$ cat config.mk
export PLATFORM = sky130hd
export DESIGN_NAME = tap_pulse_timing
export DESIGN_NICKNAME = d
export VERILOG_FILES = /design/src/inc/tap_timing_pkg.sv /design/src/rtl/tap_pulse_timing.sv /design/src/rtl/interval_timer.sv
export SDC_FILE = /design/constraint.sdc
export NUM_CORES = 1
export LEC_CHECK = 0
export BUFFER_PORTS_ARGS = -buffer_cell sky130_fd_sc_hd__buf_2
export CAP_MARGIN = 5
export CORE_MARGIN = 1
export CORE_UTILIZATION = 45
export CTS_CLUSTER_SIZE = 8
export DETAILED_ROUTE_END_ITERATION = 8
export GPL_ROUTABILITY_DRIVEN = 0
export PLACE_DENSITY = 0.62
export SLEW_MARGIN = 40
export SYNTH_ARGS = -nofsm -noshare
export SYNTH_HDL_FRONTEND = slang
export SYNTH_HIERARCHICAL = 1
export SYNTH_SLANG_ARGS = --single-unit
$ cat constraint.sdc
create_clock -name i_sys_clk -period 3.7 [get_ports i_sys_clk]
set_input_delay 1.11 -clock i_sys_clk [delete_from_list [all_inputs] [get_ports i_sys_clk]]
set_output_delay 1.11 -clock i_sys_clk [all_outputs]
set_load 0.01 [all_outputs]
$ cat src/inc/tap_timing_pkg.sv
package tap_timing_pkg;

    // register map
    localparam logic [7:0] OFF_TIME_LIMIT = 8'h26;
    localparam logic [7:0] OFF_LATENCY    = 8'h27;
    localparam logic [7:0] OFF_WINDOW     = 8'h28;
    localparam logic [7:0] RST_TIME_LIMIT = 8'h00;
    localparam logic [7:0] RST_LATENCY    = 8'h00;
    localparam logic [7:0] RST_WINDOW     = 8'h00;
    localparam logic [7:0] RDATA_UNMAPPED = 8'h00;

    // time base: smallest step, 0.625 ms, at the 40 ns clock
    localparam int TIME_BASE_NS  = 625000;
    localparam int CLK_PERIOD_NS = 40;
    localparam int BASE_CYCLES   = (TIME_BASE_NS + CLK_PERIOD_NS - 1) / CLK_PERIOD_NS;
    localparam int BASE_CNT_W    = 24;

    // step prescaler: step = base << shift, shift at most 9
    localparam int SHIFT_W    = 4;
    localparam int PRESCALE_W = 10;

    // data rate codes
    localparam logic [2:0] ODR_800HZ  = 3'h0;
    localparam logic [2:0] ODR_400HZ  = 3'h1;
    localparam logic [2:0] ODR_50HZ   = 3'h4;
    localparam logic [2:0] ODR_12HZ5  = 3'h5;

    // step shifts in units of the time base
    localparam logic [SHIFT_W-1:0] SH_ONE          = 4'h1;
    localparam logic [SHIFT_W-1:0] SH_ZERO         = 4'h0;
    localparam logic [SHIFT_W-1:0] SH_ON_NORMAL    = 4'h5;
    localparam logic [SHIFT_W-1:0] SH_ON_LOW_NOISE = 4'h7;
    localparam logic [SHIFT_W-1:0] SH_ON_HIRES_800 = 4'h1;
    localparam logic [SHIFT_W-1:0] SH_ON_HIRES     = 4'h2;
    localparam logic [SHIFT_W-1:0] SH_ON_LP_12HZ5  = 4'h7;
    localparam logic [SHIFT_W-1:0] SH_ON_LP_SLOW   = 4'h8;
    localparam logic [SHIFT_W-1:0] SH_OFF_NORMAL   = 4'h3;
    localparam logic [SHIFT_W-1:0] SH_OFF_LOW_NOISE = 4'h5;
    localparam logic [SHIFT_W-1:0] SH_OFF_LP_SLOW  = 4'h6;

    typedef enum logic [1:0] {
        MODE_NORMAL,
        MODE_LOW_NOISE,
        MODE_HIGH_RES,
        MODE_LOW_POWER
    } mode_type;

    typedef struct packed {
        logic [2:0] output_data_rate;
        mode_type   mode;
        logic       pulse_filter_enable;
    } pulse_cfg_type;

    typedef struct packed {
        logic       sample_valid;
        logic [6:0] accel_mag;
        logic [6:0] threshold;
    } sample_type;

    typedef enum logic [2:0] {
        S_IDLE,
        S_FIRST,
        S_LATENCY,
        S_WINDOW,
        S_SECOND,
        S_REARM
    } det_state_type;

    // time-limit step as a power of two of the time base
    function automatic logic [SHIFT_W-1:0] time_limit_shift(input pulse_cfg_type cfg);
        logic [2:0]         r;
        logic               slow;
        logic [SHIFT_W-1:0] up;
        logic [SHIFT_W-1:0] sh;
        r    = cfg.output_data_rate;
        slow = (r > ODR_50HZ);
        up   = {1'b0, r};
        sh   = SH_ZERO;
        if (cfg.pulse_filter_enable) begin
            case (cfg.mode)
                MODE_NORMAL:    sh = slow ? SH_ON_NORMAL : up + SH_ONE;
                MODE_LOW_NOISE: sh = slow ? SH_ON_LOW_NOISE : up + SH_ONE;
                MODE_HIGH_RES:  sh = (r == ODR_800HZ) ? SH_ON_HIRES_800 : SH_ON_HIRES;
                default:        sh = (r == ODR_12HZ5) ? SH_ON_LP_12HZ5 :
                                     slow ? SH_ON_LP_SLOW : up + SH_ONE;
            endcase
        end else begin
            case (cfg.mode)
                MODE_NORMAL:    sh = slow ? SH_OFF_NORMAL :
                                     (r <= ODR_400HZ) ? SH_ZERO : up - SH_ONE;
                MODE_LOW_NOISE: sh = slow ? SH_OFF_LOW_NOISE :
                                     (r <= ODR_400HZ) ? SH_ZERO : up - SH_ONE;
                MODE_HIGH_RES:  sh = SH_ZERO;
                default:        sh = slow ? SH_OFF_LP_SLOW : up;
            endcase
        end
        return sh;
    endfunction

endpackage

$ cat src/rtl/tap_pulse_timing.sv
`timescale 1ns/10ps
module tap_pulse_timing #(
    parameter int BASE_CYCLES_P = tap_timing_pkg::BASE_CYCLES
) (
    input  wire logic                          i_sys_clk,
    input  wire logic                          i_resetn,
    input  wire logic [7:0]                    i_reg_addr,
    input  wire logic                          i_reg_wr,
    input  wire logic [7:0]                    i_reg_wdata,
    input  wire logic                          i_reg_rd,
    input  wire tap_timing_pkg::pulse_cfg_type i_cfg,
    input  wire logic                          i_double_mode,
    input  wire tap_timing_pkg::sample_type    i_sample,
    output logic [7:0]                         o_reg_rdata,
    output logic                               o_single_pulse,
    output logic                               o_double_pulse,
    output logic                               o_detect_busy
);
    import tap_timing_pkg::*;

    typedef struct packed {
        logic [7:0]            time_limit;
        logic [7:0]            latency;
        logic [7:0]            window;
        logic [7:0]            rdata;
        pulse_cfg_type         cfg_seen;
        logic [BASE_CNT_W-1:0] base_cnt;
        det_state_type         state;
        logic                  second_done;
        logic                  single_evt;
        logic                  double_evt;
    } top_state_type;

    top_state_type st_ff;
    top_state_type nxt_st;

    logic [1:0]         rst_sync_ff;
    logic               rst_n;
    logic               base_tick;
    logic               cfg_change;
    logic               above;
    logic               below;
    logic [SHIFT_W-1:0] tl_shift;
    logic [SHIFT_W-1:0] lat_shift;
    logic               tl_start;
    logic               lat_start;
    logic               win_start;
    logic               tl_stop;
    logic               tl_done;
    logic               lat_done;
    logic               win_done;
    logic               tl_running;
    logic               lat_running;
    logic               win_running;

    always_ff @(posedge i_sys_clk or negedge i_resetn) begin
        if (!i_resetn) begin
            rst_sync_ff <= 2'h0;
        end else begin
            rst_sync_ff <= {rst_sync_ff[0], 1'b1};
        end
    end
    assign rst_n = rst_sync_ff[1];

    assign tl_shift   = time_limit_shift(i_cfg);
    assign lat_shift  = tl_shift + SH_ONE;
    assign base_tick  = (st_ff.base_cnt == BASE_CNT_W'(BASE_CYCLES_P - 1));
    assign cfg_change = (i_cfg != st_ff.cfg_seen);
    assign above      = i_sample.sample_valid && (i_sample.accel_mag > i_sample.threshold);
    assign below      = i_sample.sample_valid && !(i_sample.accel_mag > i_sample.threshold);

    // timer starts follow the detector transitions
    always_comb begin
        tl_start  = 1'b0;
        lat_start = 1'b0;
        win_start = 1'b0;
        tl_stop   = 1'b0;
        case (st_ff.state)
            S_IDLE: begin
                tl_start = above;
            end
            S_FIRST, S_SECOND: begin
                if (!tl_done && below) begin
                    tl_stop   = 1'b1;
                    lat_start = 1'b1;
                end
            end
            S_LATENCY: begin
                win_start = lat_done && i_double_mode && !st_ff.second_done;
            end
            S_WINDOW: begin
                tl_start = above && !win_done;
            end
            default: begin
                tl_start = 1'b0;
            end
        endcase
    end

    always_comb begin
        nxt_st            = st_ff;
        nxt_st.single_evt = 1'b0;
        nxt_st.double_evt = 1'b0;
        nxt_st.cfg_seen   = i_cfg;
        nxt_st.base_cnt   = (base_tick || cfg_change) ? '0 : st_ff.base_cnt + BASE_CNT_W'(1);
        if (i_reg_wr) begin
            case (i_reg_addr)
                OFF_TIME_LIMIT: nxt_st.time_limit = i_reg_wdata;
                OFF_LATENCY:    nxt_st.latency    = i_reg_wdata;
                OFF_WINDOW:     nxt_st.window     = i_reg_wdata;
                default:        nxt_st.time_limit = st_ff.time_limit;
            endcase
        end
        if (i_reg_rd) begin
            case (i_reg_addr)
                OFF_TIME_LIMIT: nxt_st.rdata = st_ff.time_limit;
                OFF_LATENCY:    nxt_st.rdata = st_ff.latency;
                OFF_WINDOW:     nxt_st.rdata = st_ff.window;
                default:        nxt_st.rdata = RDATA_UNMAPPED;
            endcase
        end
        case (st_ff.state)
            S_IDLE: begin
                if (above) begin
                    nxt_st.state       = S_FIRST;
                    nxt_st.second_done = 1'b0;
                end
            end
            S_FIRST: begin
                if (tl_done) begin
                    nxt_st.state = S_REARM;
                end else if (below) begin
                    nxt_st.state      = S_LATENCY;
                    nxt_st.single_evt = 1'b1;
                end
            end
            S_LATENCY: begin
                if (lat_done) begin
                    nxt_st.state = win_start ? S_WINDOW : S_IDLE;
                end
            end
            S_WINDOW: begin
                if (win_done) begin
                    nxt_st.state = S_IDLE;
                end else if (above) begin
                    nxt_st.state = S_SECOND;
                end
            end
            S_SECOND: begin
                if (tl_done) begin
                    nxt_st.state = S_REARM;
                end else if (below) begin
                    nxt_st.state       = S_LATENCY;
                    nxt_st.second_done = 1'b1;
                    nxt_st.double_evt  = 1'b1;
                end
            end
            S_REARM: begin
                if (below) begin
                    nxt_st.state = S_IDLE;
                end
            end
            default: begin
                nxt_st.state = S_IDLE;
            end
        endcase
    end

    always_ff @(posedge i_sys_clk or negedge rst_n) begin
        if (!rst_n) begin
            st_ff            <= '0;
            st_ff.time_limit <= RST_TIME_LIMIT;
            st_ff.latency    <= RST_LATENCY;
            st_ff.window     <= RST_WINDOW;
            st_ff.state      <= S_IDLE;
        end else begin
            st_ff <= nxt_st;
        end
    end

    // pulse time limit, counted in limit steps
    interval_timer u_limit_timer (
        .i_sys_clk      (i_sys_clk),
        .i_rst_n        (rst_n),
        .i_start        (tl_start),
        .i_stop         (tl_stop),
        .i_restart_step (cfg_change),
        .i_base_tick    (base_tick),
        .i_shift        (tl_shift),
        .i_limit        (st_ff.time_limit),
        .o_running      (tl_running),
        .o_done         (tl_done)
    );

    // latency and window share the doubled step
    interval_timer u_latency_timer (
        .i_sys_clk      (i_sys_clk),
        .i_rst_n        (rst_n),
        .i_start        (lat_start),
        .i_stop         (1'b0),
        .i_restart_step (cfg_change),
        .i_base_tick    (base_tick),
        .i_shift        (lat_shift),
        .i_limit        (st_ff.latency),
        .o_running      (lat_running),
        .o_done         (lat_done)
    );

    interval_timer u_window_timer (
        .i_sys_clk      (i_sys_clk),
        .i_rst_n        (rst_n),
        .i_start        (win_start),
        .i_stop         (tl_start),
        .i_restart_step (cfg_change),
        .i_base_tick    (base_tick),
        .i_shift        (lat_shift),
        .i_limit        (st_ff.window),
        .o_running      (win_running),
        .o_done         (win_done)
    );

    assign o_reg_rdata    = st_ff.rdata;
    assign o_single_pulse = st_ff.single_evt;
    assign o_double_pulse = st_ff.double_evt;
    assign o_detect_busy  = (st_ff.state != S_IDLE);

    a_first_needs_fall: assert property (@(posedge i_sys_clk) disable iff (!rst_n)
        o_single_pulse |-> $past(st_ff.state) == S_FIRST && $past(below) && !$past(tl_done))
        else $error("single pulse reported without a timely fall");

    a_tl_write_lands: assert property (@(posedge i_sys_clk) disable iff (!rst_n)
        i_reg_wr && i_reg_addr == OFF_TIME_LIMIT |=> st_ff.time_limit == $past(i_reg_wdata))
        else $error("time-limit write did not land");

    a_on_normal_fast: assert property (@(posedge i_sys_clk) disable iff (!rst_n)
        i_cfg.pulse_filter_enable && i_cfg.mode == MODE_NORMAL
            && i_cfg.output_data_rate == ODR_800HZ |-> tl_shift == SH_ONE)
        else $error("wrong filtered step at fastest rate");

    a_off_lp_slow: assert property (@(posedge i_sys_clk) disable iff (!rst_n)
        !i_cfg.pulse_filter_enable && i_cfg.mode == MODE_LOW_POWER
            && i_cfg.output_data_rate >= ODR_12HZ5 |-> tl_shift == SH_OFF_LP_SLOW)
        else $error("wrong unfiltered low-power step at slow rate");

    a_latency_holds: assert property (@(posedge i_sys_clk) disable iff (!rst_n)
        st_ff.state == S_LATENCY && !lat_done |=> st_ff.state == S_LATENCY && lat_running
            && !o_single_pulse && !o_double_pulse)
        else $error("pulse accepted during latency");

    a_latency_hires_step: assert property (@(posedge i_sys_clk) disable iff (!rst_n)
        !i_cfg.pulse_filter_enable && i_cfg.mode == MODE_HIGH_RES |-> lat_shift == SH_ONE)
        else $error("wrong unfiltered high-resolution latency step");

    a_threshold_start: assert property (@(posedge i_sys_clk) disable iff (!rst_n)
        st_ff.state == S_IDLE && above |=> st_ff.state == S_FIRST && tl_running)
        else $error("threshold crossing did not start the limit interval");

    a_window_expiry: assert property (@(posedge i_sys_clk) disable iff (!rst_n)
        st_ff.state == S_WINDOW && win_done |=> st_ff.state == S_IDLE && !win_running)
        else $error("second pulse accepted after the window");

    a_cfg_restart: assert property (@(posedge i_sys_clk) disable iff (!rst_n)
        cfg_change |=> st_ff.base_cnt == '0)
        else $error("time base not restarted on configuration change");

endmodule

$ cat src/rtl/interval_timer.sv
`timescale 1ns/10ps
module interval_timer (
    input  wire logic                                   i_sys_clk,
    input  wire logic                                   i_rst_n,
    input  wire logic                                   i_start,
    input  wire logic                                   i_stop,
    input  wire logic                                   i_restart_step,
    input  wire logic                                   i_base_tick,
    input  wire logic [tap_timing_pkg::SHIFT_W-1:0]     i_shift,
    input  wire logic [7:0]                             i_limit,
    output logic                                        o_running,
    output logic                                        o_done
);
    import tap_timing_pkg::*;

    typedef struct packed {
        logic                  running;
        logic [PRESCALE_W-1:0] prescale;
        logic [7:0]            steps;
    } timer_state_type;

    timer_state_type st_ff;
    timer_state_type nxt_st;
    logic [PRESCALE_W-1:0] step_mask;

    assign step_mask = (PRESCALE_W'(1) << i_shift) - PRESCALE_W'(1);
    assign o_running = st_ff.running;
    assign o_done    = st_ff.running && (st_ff.steps == i_limit);

    always_comb begin
        nxt_st = st_ff;
        if (i_start) begin
            nxt_st.running  = 1'b1;
            nxt_st.prescale = '0;
            nxt_st.steps    = '0;
        end else if (i_stop || o_done) begin
            nxt_st.running = 1'b0;
        end else if (st_ff.running) begin
            if (i_restart_step) begin
                nxt_st.prescale = '0;
            end else if (i_base_tick) begin
                if (st_ff.prescale >= step_mask) begin
                    nxt_st.prescale = '0;
                    nxt_st.steps    = st_ff.steps + 8'h01;
                end else begin
                    nxt_st.prescale = st_ff.prescale + PRESCALE_W'(1);
                end
            end
        end
    end

    always_ff @(posedge i_sys_clk or negedge i_rst_n) begin
        if (!i_rst_n) begin
            st_ff <= '0;
        end else begin
            st_ff <= nxt_st;
        end
    end

    a_done_stops: assert property (@(posedge i_sys_clk) disable iff (!i_rst_n)
        o_done && !i_start |=> !o_running)
        else $error("timer kept running after reaching its limit");

endmodule

==> summary.md, run 1 <==
| Metric | Value |
|---|---|
| Outcome | `finished with violations` |
| Failing checks | `DRC, setup timing` |
| Achievable clock frequency | `201 MHz` |
| First-pass GRT wire length | `33.7 mm` |
| Filler instances | `1529` |
| Final Util | `0.593` |
| Net Switching | `1330 uW` |
| Worst reg2reg path depth | `14` |
| Top-area cell type share of the netlist area | `0.381` |
| Asr flop ratio synth | `1.00` |
| Initial antenna violation count | `0` |
| Hold buffer count at cts | `0` |
| Sequential cell area fraction in the yosys report | `0.381` |
| GRT overflow | `0` |
| Die ar. | `0.0191 sq mm` |
| Ys flop type | `dfrtp_1` |
| Syn nets | `985` |
| Worst IR drop on VDD | `364 uV` |
| Total CTS buffers | `17` |
| Period utilisation layout | `1.35` |
| Final Net Count | `1118` |
| Vias/cell | `5.58` |
| Root buf cell | `clkbuf_16` |
| GR Util All Layers | `0.216` |
| Fin. Hold Viols | `0` |
| Fin Clk Skew | `0.0142 ns` |
| Leading area contributor after synthesis | `dfrtp_1` |
| Pwr dens | `397 mW/mm^2` |
| Post-synth cell types | `67` |
| Synth Area per Inst | `9.38 sq um` |
| Comb pwr share | `0.253` |
| Final setup margin | `-1.28 ns` |
| Crit path DAT | `5.33 ns` |
| Critical-path maximum fanout | `8` |
| CTS tree | `yes` |
| Hold Path Class | `reg2async` |
| Vias in the first global route | `7011` |
| Drt drc | `7` |
| Synth Warn # | `6` |
| HPWL after detailed placement | `13.7 mm` |
| Worst setup EP type | `flop` |
| Clock Tree Buf Depth | `2` |
| CP required | `4.05 ns` |
| Sw Ratio | `0.312` |
| Max cap viols | `0` |
| Chip Width | `138 um` |
| H-tree levels | `4` |
| Setup violators final | `54` |
| Final ANT Viol Nets | `0` |
| Core area | `0.0181 sq mm` |
| Cell count after synthesis | `889` |
| Seq pwr share | `0.356` |
| Total wire length | `19.4 mm` |
| Area contributors post-synth | `dfrtp_1, ha_1, xor2_1` |
| Initial Util | `0.461` |
| Area grow syn2layout | `28.6%` |
| Port bufs | `52` |
| Antenna diodes | `0` |
| Critical Path Source Type | `input port` |
| RSZ-0062 raised after global routing | `true` |
| Number of DRC markers in iteration 0 | `432` |
| WL/cell | `15.4 um` |
| CTS Sinks | `127` |
| Int Power | `2930 uW` |
| Worst-Skew Late Latency | `0.42 ns` |
| Max-slew violations | `0` |
| Share of cells above drive strength 1 | `0.309` |
| Dpl cells | `1214` |
| Worst rel slew slack | `0.565` |
| Largest net degree at the start of global routing | `64` |
| Kind of critical path | `in2reg` |
| TritonRoute pass-1 iters | `9` |
| Fin cells | `1264` |
| I/O pin count | `53` |
| Cell Rows | `49` |
| Chip height | `138 um` |
| Fin crit period | `4.98 ns` |
| Worst-path clk slew | `0.06 ns` |
| Total Power | `4250 uW` |
| Clock network fraction of design power | `0.391` |
| Number of synthesized flops with an enable pin | `0` |
| Vias | `7055` |
| Yosys reg bits | `127` |
| Slew at the pin closest to its max-slew limit | `0.647 ns` |
| Pleak | `0.00488 uW` |
| Cell Area, Synth | `0.00834 sq mm` |
Yosys cell counts (all sizes together) (7+ instances only):
cell,instances
nor3,13
nor4b,8
nand2b,8
clkbuf,19
nor4,17
or3,7
a222oi,8
inv,45
mux2i,18
or4,13
and3,20
nor2,57
o22ai,13
xnor2,16
o21ai,44
o31ai,16
a21oi,51
a22oi,15
nand4,12
xor2,46
ha,54
nand2,57
buf,16
dfrtp,127
nand3,53
and2,15
mux2,31
nor2b,19
and4,8
cell type report:
cell class | instances | area, sq um | share of cell area
sequential | 127 | 3180 | 0.297
clock buffer | 18 | 439 | 0.0410
timing repair buffer | 152 | 1150 | 0.107
inverter | 45 | 191 | 0.0179
multi-input combinational | 679 | 5330 | 0.497
tap | 229 | 287 | 0.0267
clock inverter | 14 | 144 | 0.0134
worst paths after layout:
check / slack (ns) / startpoint / to
max in group asynchronous: 2.77 / rst_sync_ff[1] / u_window_timer/st_ff[8]
worst max register to register: 0.56 / u_window_timer/st_ff[5] / u_window_timer/st_ff[7]
worst min-delay path: 0.26 / rst_sync_ff[1] / u_limit_timer/st_ff[6]
worst min register to register: 0.26 / rst_sync_ff[1] / u_limit_timer/st_ff[6]
worst max-delay path: -1.28 / i_cfg[3] / u_window_timer/st_ff[7]
min in group i_sys_clk: 0.35 / rst_sync_ff[0] / rst_sync_ff[1]
routing by layer:
metal  track usage  part of all wire  vias up  wire [um]
met2         0.369              0.49      126       9490
met1         0.280              0.46     3385       8900
li1              -                 -     3524          -
met5             0                 0        -          0
met4        0.0615             0.013        0        251
met3        0.0405             0.041       20        800
kinds of logic after synthesis:
group | count (synthesis) | synth area share
AND/OR/NAND/NOR | 326 | 0.217
AO/OA/AOI/OAI | 186 | 0.148
adder cells (fa/ha/maj) | 54 | 0.0810
multiplexers | 49 | 0.0635
flip-flops | 127 | 0.381
XOR/XNOR | 62 | 0.0651
other | 2 | 0.000901
buffers and inverters | 83 | 0.0438
power by group through the flow:
stage	Combinational, uW	Clock [uW]	Sequential (uW)
after floorplan	685	0	1510
final	1080	1660	1510
after global routing	1200	1760	1520
after global placement	938	0	1540
after detailed placement	959	0	1540
after CTS	1070	1710	1510
critical path, cell delays in order:
cell	delay (ns)
buf_12	0.09
inv_12	0.03
ha_4	0.15
ha_2	0.20
buf_4	0.16
nor3_4	0.17
o21ai_1	0.08
a32o_2	0.30
nand3b_1	0.20
xnor2_2	0.18
or4_4	0.45
ha_4	0.21
nor2_2	0.09
mux2i_1	0.08
o32a_1	0.20
ha_4	0.30
and4_4	0.22
nand2_2	0.07
o22ai_4	0.21
o21ai_4	0.14
buf_6	0.15
or4_1	0.41
a21oi_2	0.13
cell usage in the layout, fill, tap and decap left out, types with 7 or more instances in the layout:
| master | n |
|---|---|
| nand2_1 | 49 |
| dfrtp_1 | 126 |
| mux2_2 | 30 |
| ha_1 | 44 |
| xor2_1 | 46 |
| clkbuf_16 | 17 |
| a222oi_1 | 8 |
| o22ai_1 | 9 |
| or4_1 | 9 |
| nand2b_1 | 8 |
| a21oi_1 | 40 |
| nand3_1 | 52 |
| nor4_1 | 10 |
| nand4_1 | 12 |
| o21ai_0 | 26 |
| nor4b_1 | 7 |
| nor2b_1 | 18 |
| nor2_1 | 53 |
| and3_1 | 17 |
| a21oi_2 | 11 |
| o21ai_1 | 11 |
| mux2i_1 | 18 |
| buf_4 | 80 |
| or3_1 | 7 |
| o31ai_1 | 10 |
| ha_4 | 9 |
| and2_1 | 12 |
| buf_2 | 50 |
| a22oi_1 | 11 |
| inv_1 | 41 |
| xnor2_1 | 14 |
| buf_6 | 16 |
| inv_6 | 8 |
sequential cells by signal, indices dropped and copies added, names as in the netlist:
name / flops
rst_sync_ff: 2
u_limit_timer/o_running: 1
u_latency_timer/st_ff: 18
o_double_pulse: 1
u_latency_timer/o_running: 1
o_reg_rdata: 8
u_window_timer/o_running: 1
o_single_pulse: 1
st_ff: 58
u_window_timer/st_ff: 18
u_limit_timer/st_ff: 18
what timing repair did:
action | CTS | global route
gates resized for setup | 71 | 17
gates cloned | 1 | 0
pin swaps | 44 | 10
endpoints found under the setup margin | 54 | 54
setup buffers | 19 | 0
hold endpoints to repair | 0 | 0
per-stage QoR:
stage / hold slack (ns) / worst slack, ns / TNS (ns) / instance area, sq um
finish: 0.255 / -1.28 / -60.28 / 10700
global route: 0.287 / -1.48 / -72.23 / 10700
detailed placement: 0.263 / -1.97 / -96.72 / 9620
global placement: 0.335 / -1.88 / -95.74 / 9600
CTS: 0.271 / -1.27 / -58.65 / 10600
floorplan: 0.331 / -1.92 / -88.55 / 8650
Power figures use the tool's default switching activity.
==> run 2, diff against run 1 <==
--- a/config.mk
+++ b/config.mk
@@ -8,11 +8,12 @@
 export BUFFER_PORTS_ARGS = -buffer_cell sky130_fd_sc_hd__buf_2
 export CAP_MARGIN = 5
 export CORE_MARGIN = 1
-export CORE_UTILIZATION = 45
+export CORE_UTILIZATION = 40
 export CTS_CLUSTER_SIZE = 8
 export DETAILED_ROUTE_END_ITERATION = 8
 export GPL_ROUTABILITY_DRIVEN = 0
-export PLACE_DENSITY = 0.62
+export GPL_TIMING_DRIVEN = 0
+export PLACE_DENSITY = 0.54
 export SLEW_MARGIN = 40
 export SYNTH_ARGS = -nofsm -noshare
 export SYNTH_HDL_FRONTEND = slang
==> constraint.sdc (replaced) <==
create_clock -name i_sys_clk -period 5.5 [get_ports i_sys_clk]
set_input_delay 1.65 -clock i_sys_clk [delete_from_list [all_inputs] [get_ports i_sys_clk]]
set_output_delay 1.65 -clock i_sys_clk [all_outputs]
set_load 0.01 [all_outputs]
==> run 2 against run 1 <==
Net effect: the flow finishes with violations (setup timing); register-to-register slack gained 1.1 ns; via count is essentially flat; critical path depth increased by 4; clock power fell by 30%; flip-flop and latch count is the same; clock-buffer cell count shrank 1; routed wire length increased by 4.6%.
==> summary.md, run 2 (synthesis results as in run 1) <==
| Metric | Value |
|---|---|
| Outcome | `finished with violations` |
| Failing checks | `setup timing` |
| TritonRoute pass-1 iters | `4` |
| Chip Width | `146 um` |
| Worst-Skew Late Latency | `0.42 ns` |
| Max reg flops | `58` |
| Antenna diodes | `0` |
| Final ANT Viol Nets | `0` |
| Pwr dens | `268 mW/mm^2` |
| Clock Tree Buf Depth | `2` |
| Initial Util | `0.409` |
| Max cap viols | `0` |
| Most frequent cells in the layout | `dfrtp_1, buf_2, nor2_1` |
| Fin Clk Skew | `0.0107 ns` |
| Largest net degree at the start of global routing | `39` |
| First-pass GRT wire length | `33.9 mm` |
| Vias/cell | `5.41` |
| Final Net Count | `1117` |
| I/O pin count | `53` |
| Comb pwr share | `0.265` |
| CTS tree | `yes` |
| Post-DP Area | `0.00934 sq mm` |
| Pleak | `0.00489 uW` |
| Seq pwr share | `0.338` |
| GRT overflow | `0` |
| Share of cells above drive strength 1 | `0.329` |
| Achievable clock frequency | `174 MHz` |
| Slew at the pin closest to its max-slew limit | `0.764 ns` |
| Max-slew violations | `0` |
| Cell Rows | `52` |
| Final Util | `0.539` |
| Period utilisation layout | `1.05` |
| Commonest non-fill, non-tap cell in the layout | `dfrtp_1` |
| Vias in the first global route | `6919` |
| Met2 GRT Util | `0.314` |
| Fin. Hold Viols | `0` |
| Drt drc | `0` |
| Met3 usage | `0.0394` |
| CTS Sinks | `127` |
| GR Layer Usage met1 | `0.265` |
| Setup TNS Final | `-6.42 ns` |
| Root buf cell | `clkbuf_16` |
| Setup violators final | `38` |
| Port bufs | `51` |
| Critical-path maximum fanout | `7` |
| Number of DRC markers in iteration 0 | `296` |
| Worst setup EP type | `flop` |
| Sw Ratio | `0.304` |
| Total CTS buffers | `17` |
| Clock network fraction of design power | `0.398` |
| Die ar. | `0.0214 sq mm` |
| Hold Path Class | `reg2async` |
| RSZ-0062 raised after global routing | `true` |
| Design area | `0.0110 sq mm` |
| Worst-path clk slew | `0.06 ns` |
| Total Power | `2940 uW` |
| WL/cell | `15.6 um` |
| CP required | `5.84 ns` |
| Final setup margin | `-0.256 ns` |
| R2R setup slack | `1.64 ns` |
| Chip height | `146 um` |
| Int Power | `2050 uW` |
| GR Util All Layers | `0.195` |
| Net Switching | `896 uW` |
| Crit path DAT | `6.09 ns` |
| Critical Path Source Type | `input port` |
| Most used routing layer | `met2` |
| Fin crit period | `5.76 ns` |
| Initial antenna violation count | `0` |
| Largest Register | `st_ff` |
| Core area | `0.0204 sq mm` |
| Area grow syn2layout | `31.6%` |
| Vias | `7059` |
| Worst rel slew slack | `0.491` |
| Worst IR drop on VDD | `177 uV` |
| H-tree levels | `4` |
| Hold buffer count at cts | `0` |
| HPWL after detailed placement | `13.7 mm` |
| Total wire length | `20.3 mm` |
| Kind of critical path | `in2reg` |
==> run 2: layout make-up <==
cell class                 instances  area [sq um]
sequential                       127          3180
clock inverter                    15           183
timing repair buffer             116           883
tap                              270           338
inverter                          45           199
fill                            1848          9390
clock buffer                      17           425
buffer                            34           236
multi-input combinational        680          5520
==> run 2: routing by layer <==
metal,wire (um),part of all wire
met4,320,0.016
met2,9620,0.47
met3,483,0.024
met1,9910,0.49
met5,0,0
==> run 2: critical path: stages <==
cell,delay (ns)
buf_12,0.11
inv_12,0.04
ha_4,0.14
inv_2,0.05
ha_4,0.17
buf_8,0.14
nor3_4,0.17
o21ai_2,0.07
a32o_4,0.32
clkinv_4,0.06
ha_4,0.21
buf_6,0.13
or4_4,0.55
ha_4,0.21
buf_6,0.12
mux2_4,0.26
a22oi_2,0.15
ha_1,0.27
and4_1,0.20
nand2_2,0.07
o22ai_4,0.10
buf_6,0.15
buf_6,0.12
nor4_4,0.25
buf_6,0.19
a21oi_2,0.06
mux2i_1,0.13
==> run 2: timing repair <==
| action | in CTS | in global routing |
|---|---|---|
| gates cloned | 2 | 1 |
| pin swaps | 43 | 57 |
| gates resized for setup | 74 | 77 |
| buffers inserted | 42 | 16 |
| endpoints found under the setup margin | 54 | 54 |
==> run 2: per-stage QoR <==
step | cells | setup slack, ns | hold WS (ns)
floorplan | 889 | -0.663 | 0.331
global placement | 1210 | -1.58 | 0.335
detailed placement | 1215 | -1.47 | 0.173
CTS | 1288 | -0.251 | 0.178
global route | 1304 | -0.454 | 0.191
finish | 1304 | -0.256 | 0.173
==> run 2: final timing paths <==
kind | endpoint | startpoint | depth (start not counted)
max | u_window_timer/st_ff[12] | i_cfg[3] | 27
min | o_reg_rdata[1] | rst_sync_ff[1] | 0
max reg2reg | u_window_timer/st_ff[6] | u_window_timer/st_ff[0] | 12
min reg2reg | o_reg_rdata[1] | rst_sync_ff[1] | 0
max in group asynchronous | rst_sync_ff[1] | i_resetn | 1
min in group i_sys_clk | rst_sync_ff[1] | rst_sync_ff[0] | 0
==> run 2: power groups by stage <==
stage / logic, uW / registers (uW) / clock network [uW]
floorplan: 461 / 1010 / 0
CTS: 723 / 993 / 1200
detailed placement: 621 / 1010 / 0
global placement: 588 / 1030 / 0
finish: 780 / 994 / 1170
global route: 864 / 998 / 1240
